[src/axis_homing_map.vh]
// constants and step encoding for the axis homing sequencer
// Function
// [RULE1] m12 home low: slow reverse, fast, Z
// [RULE2] m12 home high: fast forward, reverse, Z
// [RULE3] m12 limit hit: turn, pass home, Z
// [RULE4] m13 home low: slow, fast, reverse, Z
// [RULE5] m13 home high: fast, reverse, Z
// [RULE6] m13 limit hit: turn, fast, Z
// [RULE7] m14 home low: slow, fast, Z after low
// [RULE8] m14 home high: fast reverse, Z after low
// [RULE9] m14 limit hit: turn, turn fast, Z
// [RULE10] methods 15 and 16 never move
// [RULE11] methods 17 to 22 skip Z
// [RULE12] m17 limit low: reverse, turn fast, latch
// [RULE13] m17 limit high: forward fast, latch low
// [RULE14] m18 limit low: forward, reverse fast, latch
// [RULE15] m18 limit high: reverse fast, latch low
// [RULE16] m19 home low: forward, reverse fast, latch
// [RULE17] m19 home high: reverse fast, latch low
// [RULE18] m20 home low: forward slow, latch high
// [RULE19] m20 home high: reverse, forward slow, latch
// [RULE20] m21 both cases latch on home low
// [RULE21] m22 home high: forward, reverse slow, latch
// [RULE22] m22 home low: reverse slow, latch high
// [RULE23] sample switches at trigger, pick case
// [RULE24] capture position, stop, flag done
`ifndef AXIS_HOMING_MAP_VH
`define AXIS_HOMING_MAP_VH

// =====================================================
// method codes
`define HM_M12 8'h0C
`define HM_M13 8'h0D
`define HM_M14 8'h0E
`define HM_M15 8'h0F
`define HM_M16 8'h10
`define HM_M17 8'h11
`define HM_M18 8'h12
`define HM_M19 8'h13
`define HM_M20 8'h14
`define HM_M21 8'h15
`define HM_M22 8'h16

// =====================================================
// step entry field positions (8-bit entry)
`define HM_F_VALID 7
`define HM_F_DIR 6
`define HM_F_SPD 5
`define HM_F_SEL_HI 4
`define HM_F_SEL_LO 3
`define HM_F_LVL 2
`define HM_F_ACT_HI 1
`define HM_F_ACT_LO 0

// switch selectors
`define HM_SEL_HOME 2'h0
`define HM_SEL_NLIM 2'h1
`define HM_SEL_PLIM 2'h2

// actions once the wait condition holds
`define HM_ACT_NEXT 2'h0
`define HM_ACT_LATCH 2'h1
`define HM_ACT_ARMZ 2'h2

// case indices
`define HM_CASE_LOW 2'h0
`define HM_CASE_HIGH 2'h1
`define HM_CASE_LIMIT 2'h2

// reset values
`define HM_POS_RST 32'h00000000

`endif

[src/axis_homing_sequencer.v]
// homing sequencer for methods 12-14 and 17-22
`timescale 1ns/10ps
`include "axis_homing_map.vh"
module axis_homing_sequencer (
  input wire i_clk,
  input wire i_rst_b,
  input wire i_ce,
  input wire i_start,
  input wire i_abort,
  input wire [7:0] i_method,
  input wire i_home_pin,
  input wire i_nlim_pin,
  input wire i_plim_pin,
  input wire i_zidx_pin,
  input wire [31:0] i_enc_pos,
  output reg o_move,
  output reg o_dir_fwd,
  output reg o_speed2,
  output reg o_busy,
  output reg o_done,
  output reg o_fault,
  output wire [31:0] o_zero_pos,
  output wire o_zero_stb
);
  // =====================================================
  // states
  localparam [2:0] ST_IDLE = 3'h0; // waiting for trigger
  localparam [2:0] ST_START = 3'h1; // synced switch levels sampled
  localparam [2:0] ST_MOVE = 3'h2; // walking the step table
  localparam [2:0] ST_ZWAIT = 3'h3; // armed, waiting for index
  localparam [2:0] ST_DONE = 3'h4; // zero found, stopped
  localparam [2:0] ST_FAULT = 3'h5; // method refused or table hole

  // =====================================================
  // pin synchronisers
  wire [3:0] pins_s; // {zidx, plim, nlim, home}
  pin_sync #(.WIDTH(4)) u_sync (
    .i_clk(i_clk),
    .i_rst_b(i_rst_b),
    .i_ce(i_ce),
    .i_pin({i_zidx_pin, i_plim_pin, i_nlim_pin, i_home_pin}),
    .o_sync(pins_s)
  );
  wire home_s = pins_s[0];
  wire nlim_s = pins_s[1];
  wire plim_s = pins_s[2];
  wire zidx_s = pins_s[3];

  // =====================================================
  // table helpers
  // build one step entry
  function [7:0] mk;
    input dir_fwd;
    input spd2;
    input [1:0] sel;
    input lvl;
    input [1:0] act;
    begin
      mk = {1'b1, dir_fwd, spd2, sel, lvl, act};
    end
  endfunction

  // method supported by this sequencer
  function supported;
    input [7:0] m;
    begin
      case (m)
        `HM_M12, `HM_M13, `HM_M14: supported = 1'b1;
        `HM_M17, `HM_M18, `HM_M19: supported = 1'b1;
        `HM_M20, `HM_M21, `HM_M22: supported = 1'b1;
        default: supported = 1'b0; // 15, 16 and the rest
      endcase
    end
  endfunction

  // methods 12-14 turn on the negative limit during the first step of the low case
  function uses_nlim_turn;
    input [7:0] m;
    begin
      uses_nlim_turn = (m == `HM_M12) || (m == `HM_M13) ||
                       (m == `HM_M14);
    end
  endfunction

  // selected switch level
  function sw_level;
    input [1:0] sel;
    input h;
    input n;
    input p;
    begin
      case (sel)
        `HM_SEL_NLIM: sw_level = n;
        `HM_SEL_PLIM: sw_level = p;
        default: sw_level = h;
      endcase
    end
  endfunction

  // step table: forward=1, speed2=1; invalid entry ends a walk
  function [7:0] step_ent;
    input [7:0] m;
    input [1:0] cs;
    input [1:0] ix;
    reg [7:0] e;
    begin
      e = 8'h00;
      case ({m, cs, ix})
        // method 12
        {`HM_M12, `HM_CASE_LOW, 2'h0}:
          e = mk(1'b0, 1'b0, `HM_SEL_HOME, 1'b1, `HM_ACT_NEXT); // RULE1
        {`HM_M12, `HM_CASE_LOW, 2'h1}:
          e = mk(1'b0, 1'b1, `HM_SEL_HOME, 1'b1, `HM_ACT_ARMZ); // RULE1
        {`HM_M12, `HM_CASE_HIGH, 2'h0}:
          e = mk(1'b1, 1'b1, `HM_SEL_HOME, 1'b0, `HM_ACT_NEXT); // RULE2
        {`HM_M12, `HM_CASE_HIGH, 2'h1}:
          e = mk(1'b0, 1'b1, `HM_SEL_HOME, 1'b1, `HM_ACT_ARMZ); // RULE2
        {`HM_M12, `HM_CASE_LIMIT, 2'h0}:
          e = mk(1'b1, 1'b0, `HM_SEL_HOME, 1'b1, `HM_ACT_NEXT); // RULE3
        {`HM_M12, `HM_CASE_LIMIT, 2'h1}:
          e = mk(1'b1, 1'b0, `HM_SEL_HOME, 1'b0, `HM_ACT_NEXT); // RULE3
        {`HM_M12, `HM_CASE_LIMIT, 2'h2}:
          e = mk(1'b0, 1'b1, `HM_SEL_HOME, 1'b1, `HM_ACT_ARMZ); // RULE3
        // method 13
        {`HM_M13, `HM_CASE_LOW, 2'h0}:
          e = mk(1'b0, 1'b0, `HM_SEL_HOME, 1'b1, `HM_ACT_NEXT); // RULE4
        {`HM_M13, `HM_CASE_LOW, 2'h1}:
          e = mk(1'b0, 1'b1, `HM_SEL_HOME, 1'b0, `HM_ACT_NEXT); // RULE4
        {`HM_M13, `HM_CASE_LOW, 2'h2}:
          e = mk(1'b1, 1'b1, `HM_SEL_HOME, 1'b1, `HM_ACT_ARMZ); // RULE4
        {`HM_M13, `HM_CASE_HIGH, 2'h0}:
          e = mk(1'b0, 1'b1, `HM_SEL_HOME, 1'b0, `HM_ACT_NEXT); // RULE5
        {`HM_M13, `HM_CASE_HIGH, 2'h1}:
          e = mk(1'b1, 1'b1, `HM_SEL_HOME, 1'b1, `HM_ACT_ARMZ); // RULE5
        {`HM_M13, `HM_CASE_LIMIT, 2'h0}:
          e = mk(1'b1, 1'b0, `HM_SEL_HOME, 1'b1, `HM_ACT_NEXT); // RULE6
        {`HM_M13, `HM_CASE_LIMIT, 2'h1}:
          e = mk(1'b1, 1'b1, `HM_SEL_HOME, 1'b1, `HM_ACT_ARMZ); // RULE6
        // method 14
        {`HM_M14, `HM_CASE_LOW, 2'h0}:
          e = mk(1'b0, 1'b0, `HM_SEL_HOME, 1'b1, `HM_ACT_NEXT); // RULE7
        {`HM_M14, `HM_CASE_LOW, 2'h1}:
          e = mk(1'b0, 1'b1, `HM_SEL_HOME, 1'b0, `HM_ACT_ARMZ); // RULE7
        {`HM_M14, `HM_CASE_HIGH, 2'h0}:
          e = mk(1'b0, 1'b1, `HM_SEL_HOME, 1'b0, `HM_ACT_ARMZ); // RULE8
        {`HM_M14, `HM_CASE_LIMIT, 2'h0}:
          e = mk(1'b1, 1'b0, `HM_SEL_HOME, 1'b1, `HM_ACT_NEXT); // RULE9
        {`HM_M14, `HM_CASE_LIMIT, 2'h1}:
          e = mk(1'b0, 1'b1, `HM_SEL_HOME, 1'b0, `HM_ACT_ARMZ); // RULE9
        // method 17: negative limit only
        {`HM_M17, `HM_CASE_LOW, 2'h0}:
          e = mk(1'b0, 1'b0, `HM_SEL_NLIM, 1'b1, `HM_ACT_NEXT); // RULE12
        {`HM_M17, `HM_CASE_LOW, 2'h1}:
          e = mk(1'b1, 1'b1, `HM_SEL_NLIM, 1'b0, `HM_ACT_LATCH); // RULE12
        {`HM_M17, `HM_CASE_HIGH, 2'h0}:
          e = mk(1'b1, 1'b1, `HM_SEL_NLIM, 1'b0, `HM_ACT_LATCH); // RULE13
        // method 18: positive limit only
        {`HM_M18, `HM_CASE_LOW, 2'h0}:
          e = mk(1'b1, 1'b0, `HM_SEL_PLIM, 1'b1, `HM_ACT_NEXT); // RULE14
        {`HM_M18, `HM_CASE_LOW, 2'h1}:
          e = mk(1'b0, 1'b1, `HM_SEL_PLIM, 1'b0, `HM_ACT_LATCH); // RULE14
        {`HM_M18, `HM_CASE_HIGH, 2'h0}:
          e = mk(1'b0, 1'b1, `HM_SEL_PLIM, 1'b0, `HM_ACT_LATCH); // RULE15
        // method 19
        {`HM_M19, `HM_CASE_LOW, 2'h0}:
          e = mk(1'b1, 1'b0, `HM_SEL_HOME, 1'b1, `HM_ACT_NEXT); // RULE16
        {`HM_M19, `HM_CASE_LOW, 2'h1}:
          e = mk(1'b0, 1'b1, `HM_SEL_HOME, 1'b0, `HM_ACT_LATCH); // RULE16
        {`HM_M19, `HM_CASE_HIGH, 2'h0}:
          e = mk(1'b0, 1'b1, `HM_SEL_HOME, 1'b0, `HM_ACT_LATCH); // RULE17
        // method 20
        {`HM_M20, `HM_CASE_LOW, 2'h0}:
          e = mk(1'b1, 1'b0, `HM_SEL_HOME, 1'b1, `HM_ACT_LATCH); // RULE18
        {`HM_M20, `HM_CASE_HIGH, 2'h0}:
          e = mk(1'b0, 1'b1, `HM_SEL_HOME, 1'b0, `HM_ACT_NEXT); // RULE19
        {`HM_M20, `HM_CASE_HIGH, 2'h1}:
          e = mk(1'b1, 1'b0, `HM_SEL_HOME, 1'b1, `HM_ACT_LATCH); // RULE19
        // method 21
        {`HM_M21, `HM_CASE_HIGH, 2'h0}:
          e = mk(1'b1, 1'b1, `HM_SEL_HOME, 1'b0, `HM_ACT_LATCH); // RULE20
        {`HM_M21, `HM_CASE_LOW, 2'h0}:
          e = mk(1'b0, 1'b0, `HM_SEL_HOME, 1'b1, `HM_ACT_NEXT); // RULE20
        {`HM_M21, `HM_CASE_LOW, 2'h1}:
          e = mk(1'b1, 1'b1, `HM_SEL_HOME, 1'b0, `HM_ACT_LATCH); // RULE20
        // method 22
        {`HM_M22, `HM_CASE_HIGH, 2'h0}:
          e = mk(1'b1, 1'b1, `HM_SEL_HOME, 1'b0, `HM_ACT_NEXT); // RULE21
        {`HM_M22, `HM_CASE_HIGH, 2'h1}:
          e = mk(1'b0, 1'b0, `HM_SEL_HOME, 1'b1, `HM_ACT_LATCH); // RULE21
        {`HM_M22, `HM_CASE_LOW, 2'h0}:
          e = mk(1'b0, 1'b0, `HM_SEL_HOME, 1'b1, `HM_ACT_LATCH); // RULE22
        default: e = 8'h00;
      endcase
      step_ent = e;
    end
  endfunction

  // =====================================================
  // state registers
  reg [2:0] state_r; // sequencer state
  reg [7:0] method_r; // method held for the whole run
  reg [1:0] case_r; // case picked at trigger or by limit
  reg [1:0] step_r; // index into the step table
  reg zidx_d_r; // delayed index level for edge detect
  reg cap_r; // capture request to the position latch

  // =====================================================
  // current step decode
  wire [7:0] ent = step_ent(method_r, case_r, step_r);
  wire [1:0] ent_sel = ent[`HM_F_SEL_HI:`HM_F_SEL_LO];
  wire [1:0] ent_act = ent[`HM_F_ACT_HI:`HM_F_ACT_LO];
  wire cond_met = ent[`HM_F_VALID] &&
    (sw_level(ent_sel, home_s, nlim_s, plim_s) == ent[`HM_F_LVL]);
  wire z_rise = zidx_s & ~zidx_d_r; // reads second sync stage only
  // the switch that chooses the case at trigger
  wire case_sw = (method_r == `HM_M17) ? nlim_s :
                 (method_r == `HM_M18) ? plim_s : home_s;

  // =====================================================
  // sequencer
  // zero detection and the move outputs share one process so the
  // motor stops in the same cycle the capture is requested
  always @(posedge i_clk) begin
    if (!i_rst_b) begin
      state_r <= ST_IDLE;
      method_r <= 8'h00;
      case_r <= `HM_CASE_LOW;
      step_r <= 2'h0;
      zidx_d_r <= 1'b0;
      cap_r <= 1'b0;
      o_move <= 1'b0;
      o_dir_fwd <= 1'b0;
      o_speed2 <= 1'b0;
      o_busy <= 1'b0;
      o_done <= 1'b0;
      o_fault <= 1'b0;
    end else if (i_ce) begin
      zidx_d_r <= zidx_s;
      cap_r <= 1'b0;
      if (i_abort && o_busy) begin
        // abort stops motion without a zero point
        state_r <= ST_IDLE;
        o_move <= 1'b0;
        o_busy <= 1'b0;
      end else begin
        case (state_r)
          ST_IDLE, ST_DONE, ST_FAULT: begin
            // a new trigger clears the previous result
            if (i_start) begin
              method_r <= i_method;
              o_done <= 1'b0;
              o_fault <= 1'b0;
              if (supported(i_method)) begin
                state_r <= ST_START;
                o_busy <= 1'b1;
              end else begin
                state_r <= ST_FAULT; // RULE10
                o_fault <= 1'b1; // RULE10
              end
            end
          end
          ST_START: begin
            // switch levels fixed before any motion command
            case_r <= case_sw ? `HM_CASE_HIGH : `HM_CASE_LOW; // RULE23
            step_r <= 2'h0;
            state_r <= ST_MOVE;
          end
          ST_MOVE: begin
            o_move <= ent[`HM_F_VALID];
            o_dir_fwd <= ent[`HM_F_DIR];
            o_speed2 <= ent[`HM_F_SPD];
            if (!ent[`HM_F_VALID]) begin
              // table hole: stop safely
              state_r <= ST_FAULT;
              o_move <= 1'b0;
              o_busy <= 1'b0;
              o_fault <= 1'b1;
            end else if (uses_nlim_turn(method_r) &&
                case_r == `HM_CASE_LOW && step_r == 2'h0 &&
                nlim_s && !home_s) begin
              // limit reached before home: take the turn-back path
              case_r <= `HM_CASE_LIMIT; // RULE3 RULE6 RULE9
              step_r <= 2'h0;
            end else if (cond_met) begin
              case (ent_act)
                `HM_ACT_NEXT: step_r <= step_r + 2'h1;
                `HM_ACT_ARMZ: state_r <= ST_ZWAIT;
                `HM_ACT_LATCH: begin
                  // switch edge alone fixes zero
                  cap_r <= 1'b1; // RULE11
                  o_move <= 1'b0; // RULE24
                  o_busy <= 1'b0;
                  o_done <= 1'b1; // RULE24
                  state_r <= ST_DONE;
                end
                default: state_r <= ST_FAULT;
              endcase
            end
          end
          ST_ZWAIT: begin
            // keep moving at the armed speed until the index
            if (z_rise) begin
              cap_r <= 1'b1; // RULE1 RULE2 RULE4 RULE7 RULE8
              o_move <= 1'b0; // RULE24
              o_busy <= 1'b0;
              o_done <= 1'b1; // RULE24
              state_r <= ST_DONE;
            end
          end
          default: state_r <= ST_IDLE;
        endcase
      end
    end
  end

  // =====================================================
  // zero point capture
  pos_capture u_cap (
    .i_clk(i_clk),
    .i_rst_b(i_rst_b),
    .i_ce(i_ce),
    .i_cap(cap_r),
    .i_pos(i_enc_pos),
    .o_pos(o_zero_pos),
    .o_stb(o_zero_stb)
  );
endmodule // axis_homing_sequencer

[src/pin_sync.v]
// two-flop synchroniser bank for switch and index pins
`timescale 1ns/10ps
module pin_sync #(
  parameter WIDTH = 4
) (
  input wire i_clk,
  input wire i_rst_b,
  input wire i_ce,
  input wire [WIDTH-1:0] i_pin,
  output wire [WIDTH-1:0] o_sync
);
  // =====================================================
  // per-bit synchroniser chain
  reg [WIDTH-1:0] meta_r; // first stage, read only by stage two
  reg [WIDTH-1:0] sync_r; // second stage, safe for logic
  genvar g;
  generate
    for (g = 0; g < WIDTH; g = g + 1) begin : g_bit
      // metastability settles across the first flop
      always @(posedge i_clk) begin
        if (!i_rst_b) begin
          meta_r[g] <= 1'b0;
          sync_r[g] <= 1'b0;
        end else if (i_ce) begin
          meta_r[g] <= i_pin[g];
          sync_r[g] <= meta_r[g];
        end
      end
    end
  endgenerate
  assign o_sync = sync_r;
endmodule // pin_sync

[src/pos_capture.v]
// zero-point position capture register
`timescale 1ns/10ps
`include "axis_homing_map.vh"
module pos_capture (
  input wire i_clk,
  input wire i_rst_b,
  input wire i_ce,
  input wire i_cap,
  input wire [31:0] i_pos,
  output reg [31:0] o_pos,
  output reg o_stb
);
  // =====================================================
  // capture the encoder count on request, one-cycle strobe
  always @(posedge i_clk) begin
    if (!i_rst_b) begin
      o_pos <= `HM_POS_RST;
      o_stb <= 1'b0;
    end else if (i_ce) begin
      o_stb <= i_cap;
      if (i_cap) begin
        o_pos <= i_pos; // RULE24
      end
    end
  end
endmodule // pos_capture

[config.mk]
export PLATFORM = sky130hd
export DESIGN_NAME = axis_homing_sequencer
export DESIGN_NICKNAME = d
export VERILOG_FILES = /design/src/axis_homing_sequencer.v /design/src/pin_sync.v /design/src/pos_capture.v
export VERILOG_INCLUDE_DIRS = /design/src
export SDC_FILE = /design/constraint.sdc
export NUM_CORES = 1
export LEC_CHECK = 0
export BUFFER_PORTS_ARGS = -buffer_cell sky130_fd_sc_hd__buf_2
export CORE_AREA = 2 2 85 87
export DETAILED_ROUTE_END_ITERATION = 10
export DIE_AREA = 0 0 87 89
export GPL_TIMING_DRIVEN = 0
export PLACE_DENSITY = 0.89
export RECOVER_POWER = 25
export SLEW_MARGIN = 20
export SYNTH_ARGS = -nofsm -noshare
export SYNTH_HDL_FRONTEND = slang
export SYNTH_SLANG_ARGS = --single-unit
[constraint.sdc]
create_clock -name i_clk -period 4.1 [get_ports i_clk]
set_clock_uncertainty 0.15 [all_clocks]
set_input_delay 1.23 -clock i_clk [delete_from_list [all_inputs] [get_ports i_clk]]
set_output_delay 1.23 -clock i_clk [all_outputs]
set_load 0.02 [all_outputs]
==> impl_results.html <==
<table>
<tr><th>Metric</th><th>Value</th></tr>
<tr><th colspan="2">Hold path</th></tr>
<tr><td>Path type of the worst min-delay path</td><td>register to register</td></tr>
<tr><th colspan="2">Global routing</th></tr>
<tr><td>Wire length of the first global-routing pass</td><td>15.3 mm</td></tr>
<tr><td>Overall Global Routing Usage</td><td>between 20 and 25%</td></tr>
<tr><td>Overflow left after global routing</td><td>0</td></tr>
<tr><td>Maximum number of pins on one net before global-route repair</td><td>13</td></tr>
<tr><td>Via count of the first global-routing pass</td><td>3296</td></tr>
<tr><td>Initial antenna violation count</td><td>0</td></tr>
<tr><th colspan="2">Routing</th></tr>
<tr><td>First DRT Iteration DRCs</td><td>170</td></tr>
<tr><td>Vias after detailed routing</td><td>approximately 3700</td></tr>
<tr><td>Average routed wire per standard cell</td><td>15.3 um</td></tr>
<tr><td>Number of detailed-route iterations in the first pass</td><td>6</td></tr>
<tr><td>Wirelength, routed</td><td>around 9.5 mm</td></tr>
<tr><td>Count of antenna-violating nets left after detailed routing</td><td>0</td></tr>
<tr><td>Avg Vias per Cell</td><td>5.86</td></tr>
<tr><td>Number of DRC violations after detailed routing</td><td>0</td></tr>
<tr><th colspan="2">Synth</th></tr>
<tr><td>Flop and latch count out of synthesis</td><td>64</td></tr>
<tr><td>Synthesis warning total</td><td>0</td></tr>
<tr><td>Number of enable flip-flop cells after synthesis</td><td>0</td></tr>
<tr><td>Seq/Total Area, Yosys</td><td>a little over a third</td></tr>
<tr><td>Count of different cell masters after synthesis</td><td>54</td></tr>
<tr><td>Proportion of register bits with asynchronous set or reset after synthesis</td><td>0%</td></tr>
<tr><td>Synthesized instance count</td><td>roughly 440</td></tr>
<tr><td>Total standard cell area after synthesis</td><td>3520 sq um</td></tr>
<tr><td>Dominant synthesized flop cell</td><td>sky130_fd_sc_hd__dfxtp_1</td></tr>
<tr><td>Synthesized area per cell</td><td>between 7 and 8 sq um</td></tr>
<tr><td>Synthesized net count</td><td>496</td></tr>
<tr><th colspan="2">STA</th></tr>
<tr><td>Setup TNS</td><td>0 ps</td></tr>
<tr><td>Max-Slew Margin vs Limit</td><td>54.6%</td></tr>
<tr><td>Final setup violation count</td><td>0</td></tr>
<tr><td>RSZ-0062 raised after global routing</td><td>false</td></tr>
<tr><td>Highest achievable clock rate</td><td>between 200 and 300 MHz</td></tr>
<tr><td>Fin crit period</td><td>about 3800 ps</td></tr>
<tr><td>Transition time of the tightest slew-check pin</td><td>between 600 and 700 ps</td></tr>
<tr><td>Number of endpoints with negative hold slack in the final report</td><td>0</td></tr>
<tr><td>Final-layout worst hold slack</td><td>between 300 and 400 ps</td></tr>
<tr><td>Final cycle utilization of the critical path</td><td>just over 90%</td></tr>
<tr><td>Final number of max-transition violations</td><td>0</td></tr>
<tr><th colspan="2">Clock tree</th></tr>
<tr><td>H-Tree Level Count</td><td>3</td></tr>
<tr><td>Post-cts resize count</td><td>0</td></tr>
<tr><td>Number of buffers inserted by post-CTS setup repair</td><td>0</td></tr>
<tr><td>Clock network latency to the later pin of the worst-skew pair</td><td>350 ps</td></tr>
<tr><td>Sink Count</td><td>64</td></tr>
<tr><td>Maximum clock insertion buffer count</td><td>2</td></tr>
<tr><td>Num CTS Buffers</td><td>9</td></tr>
<tr><td>Cell at the root of the clock tree</td><td>sky130_fd_sc_hd__clkbuf_8</td></tr>
<tr><td>Clock edge transition at the registers on the reported setup and hold paths</td><td>about 70 ps</td></tr>
<tr><td>Post-cts hold buffer count</td><td>0</td></tr>
<tr><td>TritonCTS clock tree</td><td>yes</td></tr>
<tr><th colspan="2">Power and ir drop</th></tr>
<tr><td>Power after layout</td><td>approximately 1.4 mW</td></tr>
<tr><td>Clock share of power</td><td>40.1%</td></tr>
<tr><td>Leakage Power</td><td>1.66 nW</td></tr>
<tr><td>Combinational share of power</td><td>13.4%</td></tr>
<tr><td>Total power density per cell area</td><td>330 nW/um^2</td></tr>
<tr><td>Power dissipated by switching net loads</td><td>~0.38 mW</td></tr>
<tr><td>Switching Fraction</td><td>a little over a quarter</td></tr>
<tr><td>Sequential cell fraction of total power</td><td>between 40% and 50%</td></tr>
<tr><td>Worst voltage drop across the vdd grid</td><td>between 0.2 and 0.25 mV</td></tr>
<tr><td>Internal power contribution</td><td>slightly above 1 mW</td></tr>
<tr><th colspan="2">Finish</th></tr>
<tr><td>Count of antenna diodes in the layout</td><td>0</td></tr>
<tr><td>P&amp;R area growth vs syn</td><td>20.1%</td></tr>
<tr><td>Net count of the finished layout</td><td>between 500 and 600</td></tr>
<tr><td>Share of final-layout standard cells stronger than drive strength 1</td><td>roughly 16%</td></tr>
<tr><td>Number of fillers in the final layout</td><td>616</td></tr>
<tr><td>Final core utilization</td><td>around 63%</td></tr>
<tr><td>Final cell count without fillers</td><td>roughly 620</td></tr>
<tr><th colspan="2">Die</th></tr>
<tr><td>Core Footprint</td><td>6720 sq um</td></tr>
<tr><td>Height of the die</td><td>89 um</td></tr>
<tr><td>Horizontal die dimension</td><td>approximately 87 um</td></tr>
<tr><td># rows</td><td>30</td></tr>
<tr><td>Starting utilization of the core area</td><td>a little over half</td></tr>
<tr><td>I/O pins</td><td>between 80 and 90</td></tr>
<tr><td>Die footprint</td><td>a little under 8000 sq um</td></tr>
<tr><th colspan="2">Critical path</th></tr>
<tr><td>Arrival time at the worst endpoint</td><td>between 3000 and 4000 ps</td></tr>
<tr><td>Worst setup SP type</td><td>register</td></tr>
<tr><td>Top cell by count, worst path</td><td>sky130_fd_sc_hd__clkbuf_1</td></tr>
<tr><td>Peak fanout along the critical path</td><td>10</td></tr>
<tr><td>Ordered cell list for the critical path</td><td>clkbuf_1, clkbuf_1, clkbuf_2, nand2_1, or4_1, ha_1, a22oi_1, nor2_1, a21oi_1, xnor2_1, or3_1, a22o_1, mux2_2</td></tr>
<tr><td>Slowest cell on crit path</td><td>sky130_fd_sc_hd__or4_1</td></tr>
<tr><td>Data required time at the worst endpoint</td><td>4190 ps</td></tr>
<tr><td>Start-to-end type of the worst setup path</td><td>register to register</td></tr>
<tr><td>Nature of the critical path endpoint</td><td>register</td></tr>
<tr><td>Stage delay of the slowest cell on the critical path</td><td>between 500 and 600 ps</td></tr>
<tr><th colspan="2">Placement</th></tr>
<tr><td>Final weighted congestion in routability-driven placement</td><td>between 0.9 and 1</td></tr>
<tr><td>Number of buffers inserted by port buffering</td><td>86</td></tr>
<tr><td>Detailed placement HPWL</td><td>just over 7 mm</td></tr>
<tr><td>DP Cell Count</td><td>roughly 610</td></tr>
<tr><th colspan="2">Run status</th></tr>
<tr><td>Outcome</td><td>finished, final reports clean</td></tr>
<tr><th colspan="2">Job</th></tr>
<tr><td>Max Cap Violations</td><td>0</td></tr>
</table>
## stage by stage
step                setup WS, ps  instance area, sq um
floorplan                    736                  3520
global placement             282                  4050
detailed placement           238                  4050
CTS                          218                  4260
global route                70.3                  4230
finish                       294                  4230
## logic make-up after synthesis
| logic type | synth area share (%) |
|---|---|
| simple gates | 27.8 |
| compound gates | 21.7 |
| mux | 7.21 |
| flops | 36.4 |
| fa+ha+maj | 1.78 |
| buf+inv | 4.72 |
| xor+xnor | 0.497 |
## final timing paths
kind / from / to / slack, ps / cells past startpoint
min: u_cap.o_pos[14] / u_cap.o_pos[14] / 310 / 2
max reg2reg: method_r[1] / step_r[0] / 290 / 13
min reg2reg: u_cap.o_pos[14] / u_cap.o_pos[14] / 310 / 2
max: method_r[1] / step_r[0] / 290 / 13
## worst max-delay path, delay by kind of cell (launching register included)
kind	cells	cell delay (ps)
buf+inv	3	1020
xor+xnor	1	160
flops	1	340
fa+ha+maj	1	210
simple gates	4	1070
compound gates	3	490
mux	1	260
## layout by cell type, fill, tap and decap left out, drive strengths merged, types with 3 or more instances in the layout
| cell type | netlist | final |
|---|---|---|
| nor2b | 23 | 23 |
| nor3b | 4 | 4 |
| o211ai | 3 | 3 |
| and2 | 7 | 7 |
| dfxtp | 64 | 64 |
| nand4b | 4 | 4 |
| inv | 11 | 12 |
| a211o | 3 | 3 |
| or4 | 3 | 3 |
| a31oi | 9 | 9 |
| a21oi | 11 | 11 |
| a211oi | 7 | 7 |
| nand2b | 10 | 10 |
| ha | 5 | 5 |
| nor2 | 21 | 21 |
| clkbuf | 25 | 59 |
| nand3 | 6 | 6 |
| nand4 | 3 | 3 |
| nand2 | 83 | 83 |
| buf | 7 | 69 |
| a21boi | 34 | 34 |
| nor3 | 9 | 9 |
| nor4 | 3 | 3 |
| or3 | 5 | 5 |
| o21bai | 6 | 6 |
| mux2i | 22 | 22 |
| o21ai | 16 | 16 |
| mux2 | 3 | 3 |
| nand3b | 5 | 5 |
## sequential cells by signal, summed over array words and instances (netlist names)
name	count
u_cap.o_pos	32
method_r	8
u_sync.meta_r	4
u_sync.o_sync	4
state_r	3
case_r	2
step_r	2
cap_r	1
o_busy	1
o_dir_fwd	1
o_done	1
o_fault	1
o_move	1
o_speed2	1
u_cap.o_stb	1
zidx_d_r	1
## area by class of cell
| class | instances | area, sq um | area share, % |
|---|---|---|---|
| well taps | 80 | 100 | 2.37 |
| inverters | 11 | 41.3 | 0.976 |
| plain buffers | 32 | 126 | 2.99 |
| flip-flops and latches | 64 | 1280 | 30.3 |
| clock inverters | 6 | 67.6 | 1.60 |
| repair buffers | 86 | 400 | 9.46 |
| clock buffers | 10 | 138 | 3.25 |
| multi-input cells | 335 | 2080 | 49.1 |
## cells in the mapped netlist, types with 8 or more instances
| cell type | n | share of area, % |
|---|---|---|
| sky130_fd_sc_hd__nand2b_1 | 10 | 1.8 |
| sky130_fd_sc_hd__dfxtp_1 | 64 | 36 |
| sky130_fd_sc_hd__nor2b_1 | 23 | 4.1 |
| sky130_fd_sc_hd__nor3_1 | 8 | 1.1 |
| sky130_fd_sc_hd__a31oi_1 | 9 | 1.6 |
| sky130_fd_sc_hd__a21oi_1 | 11 | 1.6 |
| sky130_fd_sc_hd__mux2i_1 | 22 | 6.2 |
| sky130_fd_sc_hd__nor2_1 | 21 | 2.2 |
| sky130_fd_sc_hd__o21ai_0 | 15 | 2.1 |
| sky130_fd_sc_hd__clkbuf_1 | 25 | 2.7 |
| sky130_fd_sc_hd__inv_1 | 11 | 1.2 |
| sky130_fd_sc_hd__a21boi_0 | 34 | 7.2 |
| sky130_fd_sc_hd__nand2_1 | 83 | 8.8 |
## power by group through the flow
stage                     combinational, mW  sequential (mW)  clock [mW]
after detailed placement              0.182            0.664           0
after floorplan                       0.121            0.663           0
after CTS                             0.183            0.649       0.567
final                                 0.186            0.649       0.559
after global routing                  0.203            0.651       0.589
after global placement                0.179            0.663           0
## metal layers
layer,wire length (um),track usage (%),vias to the layer above
li1,-,-,1745
met1,3960,30.5,1692
met2,4510,42.3,192
met3,824,6.00,29
met4,227,9.23,0
met5,0,0,-
Note: power is estimated with default switching activity, not from simulation.
